`src/logic/i2css_defs.svh`:
```
// constants for the slave status flag block
//
// Contract
// RL1: stop after addressed start sets bit 10
// RL2: bits 9:8 report general call type
// RL3: any general call sets bit 7
// RL4: config bit 8 write clears bit 7
// RL5: general call reset restores register defaults
// RL6: hardware general call pushes second byte
// RL7: bit 6 follows slave busy level
// RL8: no data for master sets bit 5
// RL9: receive overflow sets bit 4
// RL10: received data sets bit 3
// RL11: end of transmission sets bit 2
// RL12: transmit underflow sets bit 1
// RL13: bit 0 high while transmit not full
// RL14: read returns flags before read clears
// RL15: start plus address match sets bit 14
// RL16: repeated start plus match sets bit 13; the code sets it only while already addressed
// RL17: bits 12:11 report matched identifier
`ifndef I2CSS_DEFS_SVH
`define I2CSS_DEFS_SVH

// ----------------------------------------
// register byte offsets
// ----------------------------------------
`define I2CSS_OFF_STATUS 8'h04
`define I2CSS_OFF_RX 8'h08
`define I2CSS_OFF_TX 8'h0C
`define I2CSS_OFF_ALT 8'h28
`define I2CSS_OFF_CFG 8'h2C
`define I2CSS_OFF_IRQ_STAT 8'h40
`define I2CSS_OFF_IRQ_MASK 8'h44

// ----------------------------------------
// status and config bit positions
// ----------------------------------------
`define I2CSS_B_START 14
`define I2CSS_B_RSTART 13
`define I2CSS_B_ID_HI 12
`define I2CSS_B_ID_LO 11
`define I2CSS_B_STOP 10
`define I2CSS_B_GC_HI 9
`define I2CSS_B_GC_LO 8
`define I2CSS_B_GC 7
`define I2CSS_B_BUSY 6
`define I2CSS_B_NOACK 5
`define I2CSS_B_OVF 4
`define I2CSS_B_RX 3
`define I2CSS_B_TX 2
`define I2CSS_B_UND 1
`define I2CSS_B_NF 0
`define I2CSS_B_CFG_GC_CLR 8

// ----------------------------------------
// widths, reset values, counts
// ----------------------------------------
`define I2CSS_FLAG_W 11
`define I2CSS_EVT_MASK 11'h4BE
`define I2CSS_RST_STATUS 32'h0000_0001
`define I2CSS_RST_ALT 8'h00
`define I2CSS_RST_MASK 11'h000
`define I2CSS_TX_DEPTH 2

`endif

```
`src/logic/i2css_pkg.sv`:
```
// types for the slave status flag block
package i2css_pkg;

    typedef enum logic [1:0] {
        I2CSS_GC_NONE = 2'h0,
        I2CSS_GC_RST_PROG = 2'h1,
        I2CSS_GC_PROG = 2'h2,
        I2CSS_GC_ALT = 2'h3
    } i2css_gc_t;

    typedef enum logic [2:0] {
        I2CSS_ST_IDLE = 3'h1,
        I2CSS_ST_ADDR = 3'h2,
        I2CSS_ST_RADDR = 3'h4
    } i2css_state_t;

endpackage

```
`src/logic/i2css_status.sv`:
```
// slave channel status flags with register port and interrupt
`timescale 1ns/1ns
`include "i2css_defs.svh"
module i2css_status
    import i2css_pkg::*;
#(
    parameter int TX_DEPTH = `I2CSS_TX_DEPTH
) (
    input wire logic clk,
    input wire logic rst_b,
    // register port
    input wire logic [7:0] reg_addr,
    input wire logic [31:0] reg_wdata,
    input wire logic reg_wr,
    input wire logic reg_rd,
    output logic [31:0] reg_rdata,
    // slave engine events
    input wire logic ev_start_match,
    input wire logic ev_rstart_match,
    input wire logic [1:0] match_id,
    input wire logic ev_stop,
    input wire logic ev_gc,
    input wire logic [1:0] gc_type,
    input wire logic ev_gc_byte,
    input wire logic [7:0] gc_byte,
    input wire logic slave_busy,
    input wire logic ev_no_data,
    input wire logic ev_rx_overflow,
    input wire logic ev_rx_data,
    input wire logic rx_flush,
    input wire logic [7:0] rx_data,
    input wire logic ev_tx_done,
    input wire logic ev_tx_underflow,
    input wire logic ev_tx_taken,
    // fifo and controller side
    output logic rx_pop,
    output logic rx_push,
    output logic [7:0] rx_push_data,
    output logic tx_push,
    output logic [7:0] tx_push_data,
    output logic [7:0] gc_alt_id,
    output logic ctrl_soft_rst,
    output logic irq
);
    localparam int CW = $clog2(TX_DEPTH + 1);
    localparam logic [CW-1:0] TX_FULL = CW'(TX_DEPTH);
    localparam logic [CW-1:0] CNT_ONE = CW'(1);

    generate
        if (TX_DEPTH < 1) begin : g_chk
            $error("i2css_status needs TX_DEPTH of one or more");
        end
    endgenerate

    // ----------------------------------------
    // address decode
    // ----------------------------------------
    function automatic logic hit(input logic [7:0] addr, input logic [7:0] off);
        hit = (addr == off);
    endfunction

    logic stat_rd;
    logic stat_wr;
    logic rx_rd;
    logic tx_wr;
    logic alt_wr;
    logic cfg_wr;
    logic irqs_wr;
    logic irqm_wr;
    logic gc_clr;
    logic soft_rst;

    assign stat_rd = reg_rd && hit(reg_addr, `I2CSS_OFF_STATUS);
    assign stat_wr = reg_wr && hit(reg_addr, `I2CSS_OFF_STATUS);
    assign rx_rd = reg_rd && hit(reg_addr, `I2CSS_OFF_RX);
    assign tx_wr = reg_wr && hit(reg_addr, `I2CSS_OFF_TX);
    assign alt_wr = reg_wr && hit(reg_addr, `I2CSS_OFF_ALT);
    assign cfg_wr = reg_wr && hit(reg_addr, `I2CSS_OFF_CFG);
    assign irqs_wr = reg_wr && hit(reg_addr, `I2CSS_OFF_IRQ_STAT);
    assign irqm_wr = reg_wr && hit(reg_addr, `I2CSS_OFF_IRQ_MASK);

    assign gc_clr = cfg_wr && reg_wdata[`I2CSS_B_CFG_GC_CLR]; // RL4
    assign soft_rst = ev_gc && (gc_type == I2CSS_GC_RST_PROG); // RL5

    // ----------------------------------------
    // addressed state machine
    // ----------------------------------------
    i2css_state_t state_ff;
    i2css_state_t nxt_state;

    always_comb begin
        nxt_state = state_ff;
        case (state_ff)
            I2CSS_ST_IDLE: begin
                if (ev_start_match) begin
                    nxt_state = I2CSS_ST_ADDR;
                end
            end
            I2CSS_ST_ADDR, I2CSS_ST_RADDR: begin
                if (ev_stop || soft_rst) begin
                    nxt_state = I2CSS_ST_IDLE; // RL15
                end else if (ev_rstart_match) begin
                    nxt_state = I2CSS_ST_RADDR;
                end
            end
            default: begin
                nxt_state = I2CSS_ST_IDLE;
            end
        endcase
    end

    always_ff @(posedge clk or negedge rst_b) begin
        if (!rst_b) begin
            state_ff <= I2CSS_ST_IDLE;
        end else begin
            state_ff <= nxt_state;
        end
    end

    logic addressed;
    assign addressed = (state_ff != I2CSS_ST_IDLE); // RL15

    // ----------------------------------------
    // repeated start and matched identifier
    // ----------------------------------------
    logic rstart_ff;
    logic [1:0] id_ff;

    always_ff @(posedge clk or negedge rst_b) begin
        if (!rst_b) begin
            rstart_ff <= 1'b0;
        end else if (ev_rstart_match && addressed) begin
            rstart_ff <= 1'b1; // RL16
        end else if (ev_stop || stat_rd || soft_rst) begin
            rstart_ff <= 1'b0; // RL16
        end
    end

    always_ff @(posedge clk or negedge rst_b) begin
        if (!rst_b) begin
            id_ff <= 2'h0;
        end else if (ev_start_match || ev_rstart_match) begin
            id_ff <= match_id; // RL17
        end else if (soft_rst) begin
            id_ff <= 2'h0;
        end
    end

    // ----------------------------------------
    // general call type
    // ----------------------------------------
    logic [1:0] gc_type_ff;

    always_ff @(posedge clk or negedge rst_b) begin
        if (!rst_b) begin
            gc_type_ff <= I2CSS_GC_NONE;
        end else if (ev_gc) begin
            gc_type_ff <= gc_type; // RL2
        end else if (gc_clr) begin
            gc_type_ff <= I2CSS_GC_NONE;
        end
    end

    // ----------------------------------------
    // sticky status flags
    // ----------------------------------------
    logic [`I2CSS_FLAG_W-1:0] ev_set;
    logic [`I2CSS_FLAG_W-1:0] flag_clr;
    logic [`I2CSS_FLAG_W-1:0] flags;

    always_comb begin
        ev_set = '0;
        ev_set[`I2CSS_B_STOP] = ev_stop && addressed; // RL1
        ev_set[`I2CSS_B_GC] = ev_gc; // RL3
        ev_set[`I2CSS_B_NOACK] = ev_no_data; // RL8
        ev_set[`I2CSS_B_OVF] = ev_rx_overflow; // RL9
        ev_set[`I2CSS_B_RX] = ev_rx_data; // RL10
        ev_set[`I2CSS_B_TX] = ev_tx_done; // RL11
        ev_set[`I2CSS_B_UND] = ev_tx_underflow; // RL12
    end

    // clears take effect after the read data is captured
    always_comb begin
        flag_clr = '0;
        flag_clr[`I2CSS_B_STOP] = stat_rd || soft_rst; // RL1 RL14
        flag_clr[`I2CSS_B_GC] = gc_clr; // RL4
        flag_clr[`I2CSS_B_NOACK] = stat_rd || soft_rst; // RL8 RL14
        flag_clr[`I2CSS_B_OVF] = stat_rd || soft_rst; // RL9 RL14
        flag_clr[`I2CSS_B_RX] = rx_rd || rx_flush || soft_rst; // RL10
        flag_clr[`I2CSS_B_TX] = tx_wr || soft_rst; // RL11
        flag_clr[`I2CSS_B_UND] = stat_wr || soft_rst; // RL12
    end

    i2css_sticky #(
        .W(`I2CSS_FLAG_W)
    ) u_flags (
        .clk(clk),
        .rst_b(rst_b),
        .set(ev_set),
        .clr(flag_clr),
        .q(flags)
    );

    // ----------------------------------------
    // transmit fill count
    // ----------------------------------------
    logic [CW-1:0] tx_cnt_ff;
    logic tx_not_full;
    logic tx_inc;
    logic tx_dec;

    assign tx_not_full = (tx_cnt_ff < TX_FULL); // RL13
    assign tx_inc = tx_wr && tx_not_full;
    assign tx_dec = ev_tx_taken && (tx_cnt_ff != '0);

    always_ff @(posedge clk or negedge rst_b) begin
        if (!rst_b) begin
            tx_cnt_ff <= '0;
        end else if (soft_rst) begin
            tx_cnt_ff <= '0;
        end else if (tx_inc && !tx_dec) begin
            tx_cnt_ff <= tx_cnt_ff + CNT_ONE; // RL13
        end else if (tx_dec && !tx_inc) begin
            tx_cnt_ff <= tx_cnt_ff - CNT_ONE;
        end
    end

    logic tx_push_ff;
    logic [7:0] tx_data_ff;

    always_ff @(posedge clk or negedge rst_b) begin
        if (!rst_b) begin
            tx_push_ff <= 1'b0;
        end else begin
            tx_push_ff <= tx_inc;
        end
    end

    always_ff @(posedge clk or negedge rst_b) begin
        if (!rst_b) begin
            tx_data_ff <= 8'h00;
        end else if (tx_inc) begin
            tx_data_ff <= reg_wdata[7:0];
        end
    end

    // ----------------------------------------
    // general call byte into receive fifo
    // ----------------------------------------
    logic rx_push_ff;
    logic [7:0] rx_push_data_ff;
    logic gc_push;

    // address programming calls never reach the fifo
    assign gc_push = ev_gc_byte && (gc_type_ff == I2CSS_GC_ALT); // RL6

    always_ff @(posedge clk or negedge rst_b) begin
        if (!rst_b) begin
            rx_push_ff <= 1'b0;
        end else begin
            rx_push_ff <= gc_push; // RL6
        end
    end

    always_ff @(posedge clk or negedge rst_b) begin
        if (!rst_b) begin
            rx_push_data_ff <= 8'h00;
        end else if (gc_push) begin
            rx_push_data_ff <= gc_byte; // RL6
        end
    end

    // ----------------------------------------
    // alternative id and soft reset pulse
    // ----------------------------------------
    logic [7:0] alt_ff;
    logic soft_ff;

    always_ff @(posedge clk or negedge rst_b) begin
        if (!rst_b) begin
            alt_ff <= `I2CSS_RST_ALT;
        end else if (soft_rst) begin
            alt_ff <= `I2CSS_RST_ALT; // RL5
        end else if (alt_wr) begin
            alt_ff <= reg_wdata[7:0];
        end
    end

    always_ff @(posedge clk or negedge rst_b) begin
        if (!rst_b) begin
            soft_ff <= 1'b0;
        end else begin
            soft_ff <= soft_rst; // RL5
        end
    end

    // ----------------------------------------
    // interrupt status and mask
    // ----------------------------------------
    logic [`I2CSS_FLAG_W-1:0] irq_clr;
    logic [`I2CSS_FLAG_W-1:0] irq_flags;
    logic [`I2CSS_FLAG_W-1:0] mask_ff;

    always_comb begin
        irq_clr = '0;
        if (soft_rst) begin
            irq_clr = `I2CSS_EVT_MASK;
        end else if (irqs_wr) begin
            irq_clr = reg_wdata[`I2CSS_FLAG_W-1:0] & `I2CSS_EVT_MASK;
        end
    end

    i2css_sticky #(
        .W(`I2CSS_FLAG_W)
    ) u_irq (
        .clk(clk),
        .rst_b(rst_b),
        .set(ev_set),
        .clr(irq_clr),
        .q(irq_flags)
    );

    always_ff @(posedge clk or negedge rst_b) begin
        if (!rst_b) begin
            mask_ff <= `I2CSS_RST_MASK;
        end else if (soft_rst) begin
            mask_ff <= `I2CSS_RST_MASK; // RL5
        end else if (irqm_wr) begin
            mask_ff <= reg_wdata[`I2CSS_FLAG_W-1:0] & `I2CSS_EVT_MASK;
        end
    end

    // ----------------------------------------
    // status word and read port
    // ----------------------------------------
    logic [31:0] status;

    always_comb begin
        status = '0;
        status[`I2CSS_B_START] = addressed; // RL15
        status[`I2CSS_B_RSTART] = rstart_ff; // RL16
        status[`I2CSS_B_ID_HI:`I2CSS_B_ID_LO] = id_ff; // RL17
        status[`I2CSS_B_STOP] = flags[`I2CSS_B_STOP];
        status[`I2CSS_B_GC_HI:`I2CSS_B_GC_LO] = gc_type_ff; // RL2
        status[`I2CSS_B_GC] = flags[`I2CSS_B_GC];
        status[`I2CSS_B_BUSY] = slave_busy; // RL7
        status[`I2CSS_B_NOACK] = flags[`I2CSS_B_NOACK];
        status[`I2CSS_B_OVF] = flags[`I2CSS_B_OVF];
        status[`I2CSS_B_RX] = flags[`I2CSS_B_RX];
        status[`I2CSS_B_TX] = flags[`I2CSS_B_TX];
        status[`I2CSS_B_UND] = flags[`I2CSS_B_UND];
        status[`I2CSS_B_NF] = tx_not_full; // RL13
    end

    logic [31:0] rd_mux;
    logic [31:0] rdata_ff;

    always_comb begin
        rd_mux = '0;
        case (reg_addr)
            `I2CSS_OFF_STATUS: rd_mux = status; // RL14
            `I2CSS_OFF_RX: rd_mux = {24'h00_0000, rx_data};
            `I2CSS_OFF_ALT: rd_mux = {24'h00_0000, alt_ff};
            `I2CSS_OFF_IRQ_STAT: rd_mux = {21'h0_0000, irq_flags};
            `I2CSS_OFF_IRQ_MASK: rd_mux = {21'h0_0000, mask_ff};
            default: rd_mux = '0;
        endcase
    end

    always_ff @(posedge clk or negedge rst_b) begin
        if (!rst_b) begin
            rdata_ff <= 32'h0000_0000;
        end else if (reg_rd) begin
            rdata_ff <= rd_mux; // RL14
        end else begin
            rdata_ff <= 32'h0000_0000;
        end
    end

    logic irq_ff;

    always_ff @(posedge clk or negedge rst_b) begin
        if (!rst_b) begin
            irq_ff <= 1'b0;
        end else begin
            irq_ff <= |(irq_flags & mask_ff);
        end
    end

    // ----------------------------------------
    // outputs
    // ----------------------------------------
    assign reg_rdata = rdata_ff;
    assign rx_pop = rx_rd;
    assign rx_push = rx_push_ff;
    assign rx_push_data = rx_push_data_ff;
    assign tx_push = tx_push_ff;
    assign tx_push_data = tx_data_ff;
    assign gc_alt_id = alt_ff;
    assign ctrl_soft_rst = soft_ff;
    assign irq = irq_ff;
endmodule // i2css_status

```
`src/logic/i2css_sticky.sv`:
```
// bank of sticky flags where a set beats a clear
`timescale 1ns/1ns
module i2css_sticky #(
    parameter int W = 8
) (
    input wire logic clk,
    input wire logic rst_b,
    input wire logic [W-1:0] set,
    input wire logic [W-1:0] clr,
    output logic [W-1:0] q
);
    logic [W-1:0] flag_ff;

    generate
        if (W < 1) begin : g_chk
            $error("i2css_sticky needs W of one or more");
        end
        for (genvar i = 0; i < W; i++) begin : g_bit
            always_ff @(posedge clk or negedge rst_b) begin
                if (!rst_b) begin
                    flag_ff[i] <= 1'b0;
                end else if (set[i]) begin
                    flag_ff[i] <= 1'b1;
                end else if (clr[i]) begin
                    flag_ff[i] <= 1'b0;
                end
            end
        end
    endgenerate

    assign q = flag_ff;
endmodule // i2css_sticky

```
`config.mk`:
```
export PLATFORM = sky130hd
export DESIGN_NAME = i2css_status
export DESIGN_NICKNAME = d
export VERILOG_FILES = /design/src/logic/i2css_pkg.sv /design/src/logic/i2css_status.sv /design/src/logic/i2css_sticky.sv
export VERILOG_INCLUDE_DIRS = /design/src /design/src/logic
export SDC_FILE = /design/constraint.sdc
export NUM_CORES = 1
export LEC_CHECK = 0
export ABC_AREA = 1
export BUFFER_PORTS_ARGS = -buffer_cell sky130_fd_sc_hd__buf_4
export CORE_ASPECT_RATIO = 0.5
export CORE_MARGIN = 8
export CORE_UTILIZATION = 52
export CTS_CLUSTER_DIAMETER = 150
export DETAILED_ROUTE_END_ITERATION = 8
export PLACE_DENSITY = 0.85
export SLEW_MARGIN = 20
export SYNTH_ARGS = -nofsm -noshare
export SYNTH_HDL_FRONTEND = slang
export SYNTH_SLANG_ARGS = --single-unit
```
`constraint.sdc`:
```
create_clock -name clk -period 3 [get_ports clk]
set_input_delay 0.3 -clock clk [delete_from_list [all_inputs] [get_ports clk]]
set_output_delay 0.3 -clock clk [all_outputs]
set_load 0.005 [all_outputs]
```
==> implementation parameters <==
Parameter                              Value

Clock tree
  Clock insertion delay at the later pin of the skew report ... 330 ps
  CTS hold repair buffers ... 0
  PostCTS Resize Cnt ... 0
  Clock Tree Root ... clkbuf_16
  Number of buffers created by CTS ... 9
  CTS tree ... built
  Setup Fix Bufs, Post-CTS ... 0
  Number of H-tree levels ... 3
  Number of buffers on the longest clock path ... 2
  TritonCTS Sinks ... 74
  Clock Pin Slew Worst Setup and Hold Paths ... 50 ps

Route
  Number of DRC markers after the initial detailed-route iteration ... 280
  Post-DR wirelength/cell ... 14.8 um
  Detailed-route via count ... 3070
  Via count normalized by instance count ... 4.94
  Antenna-violating nets left ... 0
  Pre-Repair DR Iteration Count ... 5
  Wire length after detailed routing ... 9210 um
  Residual DRC ... 0

Die
  Number of top-level pins ... 138
  Vertical die dimension ... 73.5 um
  Die Wd ... 131 um
  Total die area ... 9630 um2
  Initial core utilization ... 0.526
  Row cnt ... 21
  Core box area ... 6540 um2

Power and ir drop
  Switching Fraction ... 0.258
  Switching power summed over all nets ... 0.722 mW
  Register share of total power ... 0.432
  Internal portion of total power ... 2.08 mW
  Proportion of power drawn by combinational gates ... 0.164
  Share of power burned in the clock network ... 0.404
  Peak supply drop ... 0.307 mV
  Pwr dens ... 621 nW/um2
  Lkg Pwr ... 2.49 nW

Logic synthesis
  Cell variety after synth ... 31
  Proportion of netlist area held by the largest area contributor ... 0.531
  Most frequently used cell type in the post-synthesis netlist ... nand2_1
  Leading area contributor after synthesis ... dfrtp_1
  Count of flip-flops with a built-in enable after synthesis ... 0
  Syn_area_per_cell ... 8.19 um2
  Count of mapped cells out of synthesis ... 420
  Post-Syn Area ... 3440 um2
  Synthesis Warnings ... 0
  Synth top cells by count ... nand2_1 (148), dfrtp_1 (73), inv_1 (41), nor2_1 (39), nand3_1 (28)
  Sequential share of the synthesized area ... 0.539
  Prevailing post-synth register cell ... dfrtp_1
  Synth area leaders ... dfrtp_1 (53%), nand2_1 (16%), inv_1 (4.5%), nor2_1 (4.3%), buf_4 (4.1%)
  Number of synthesized register bits ... 74
  Asr flop ratio synth ... 1.00

Timing
  Finish-stage setup viols ... 0
  Hold violation count in the final report ... 0
  Fmax ... 560 MHz
  Slew at the pin closest to its max-slew limit ... 901 ps
  Slew HR ... 0.399
  Time the worst path needs with I/O delays and setup ... 1790 ps
  RSZ-0062 raised after global routing ... no
  Final max-slew violation count ... 0
  Sum of negative setup slack ... 0 ps
  Worst clock skew ... 9.28 ps
  Final worst-path cycle share ... 0.595

Setup path
  Arrival time reported for the critical path endpoint ... 1490 ps
  Largest fanout on the critical path ... 10
  Type of origin of the critical path ... primary input
  Endpoint kind of the worst setup timing path ... primary output
  Path type of the worst setup path ... in -> out
  Required time of the critical path ... 2700 ps

Place
  Count of input and output buffers ... 98
  RD Place Congestion ... 0.893
  Half-perimeter wire length after placement ... 6680 um

Global route
  Number of global-route vias before repair ... 3041
  Number of antenna violations at the first check in global routing ... 0
  First-pass GRT wire length ... 14500 um
  Overflow left after global routing ... 0
  Total track usage ... 0.196
  Maximum number of pins on one net before global-route repair ... 75

Finish
  Number of nets in the finished design ... 601
  Final core utilization ... 0.691
  Number of diodes ... 0
  Synth-to-layout area growth ... 31.4%
  Share of layout cells above drive strength 1 ... 0.263

Run status
  Status ... finished, final reports clean

Min path
  Class of the most critical hold timing path ... in -> async

Flow run
  Max Cap Viol ... 0
per-layer routing:
layer / GRT usage / wire length (um)
met5: 0 / 0
met4: 0.0580 / 81
met3: 0.0587 / 935
met2: 0.320 / 4370
met1: 0.245 / 3830
power groups by stage:
stage                     Sequential [mW]  Clock [mW]  Combinational [mW]
after floorplan                      1.22           0               0.250
after global placement               1.22           0               0.438
after detailed placement             1.22           0               0.451
after CTS                            1.21        1.15               0.462
after global routing                 1.23        1.19               0.516
final                                1.21        1.13               0.460
worst paths after layout:
check / slack (ps) / to / cells after the start / startpoint
max in group asynchronous: 2310 / u_flags.q[3]$_DFFE_PN0P_ / 1 / rst_b
min in group clk: 160 / rx_push_data[4]$_DFFE_PN0P_ / 3 / gc_byte[4]
worst min-delay path: 90 / ctrl_soft_rst$_DFF_PN0_ / 1 / rst_b
worst min register to register: 480 / rx_push_data[4]$_DFFE_PN0P_ / 2 / rx_push_data[4]$_DFFE_PN0P_
worst max register to register: 1620 / tx_cnt_ff[0]$_DFFE_PN0P_ / 6 / tx_cnt_ff[1]$_DFFE_PN0P_
worst max-delay path: 1210 / rx_pop / 7 / reg_addr[5]
cell type report:
| class | count | area [um2] |
|---|---|---|
| fillers | 505 | 2020 |
| flip-flops and latches | 74 | 1850 |
| multi-input cells | 293 | 1310 |
| repair buffers | 100 | 751 |
| clock buffers | 11 | 243 |
| inverters | 46 | 173 |
| well taps | 92 | 115 |
| clock inverters | 5 | 78.8 |
metrics by stage:
stage | cells | cell area (um2) | hold slack [ps] | total power, mW | setup WS [ps]
floorplan | 436 | 3500 | 4.41 | 1.47 | 1690
global placement | 605 | 4200 | 456 | 1.66 | 1190
detailed placement | 605 | 4200 | 466 | 1.68 | 1170
CTS | 621 | 4520 | 141 | 2.82 | 1240
global route | 621 | 4520 | 174 | 2.93 | 1130
finish | 621 | 4520 | 92.4 | 2.80 | 1210
placed cells by master (no fill, tap or decap), types with 4 or more instances in the layout:
cell type	Yosys	final
nand3_1	28	28
nand2_2	5	5
nor2_1	39	39
o21ai_1	6	6
o21ai_2	6	6
o21ai_0	22	22
inv_2	4	4
nand2_1	148	148
buf_4	19	100
dfrtp_1	73	73
conb_1	1	17
clkbuf_16	0	9
inv_1	41	41
kinds of logic after synthesis:
family                 Yosys count  synth area share
and+or+nand+nor                231             0.282
DFF                             74             0.539
buffers and inverters           69            0.0990
AOI/OAI and AO/OA               45            0.0790
other                            1           0.00109
sequential cells by signal, indices dropped and copies added, names as in the netlist:
register and cells:
tx_cnt_ff 2, u_flags.q 7, id_ff 2, tx_push 1, irq 1, reg_rdata 15
rstart_ff 1, ctrl_soft_rst 1, u_irq.q 7, gc_type_ff 2, rx_push 1, gc_alt_id 8
mask_ff 7, rx_push_data 8, state_ff 3, tx_push_data 8
critical path: stages:
cell and delay (ps):
buf_4 110, nor2_1 140, nand2_1 170, nor2_2 450, nand2_1 130, inv_1 80, buf_4 110
No activity file was read; power rests on OpenSTA's default activity.
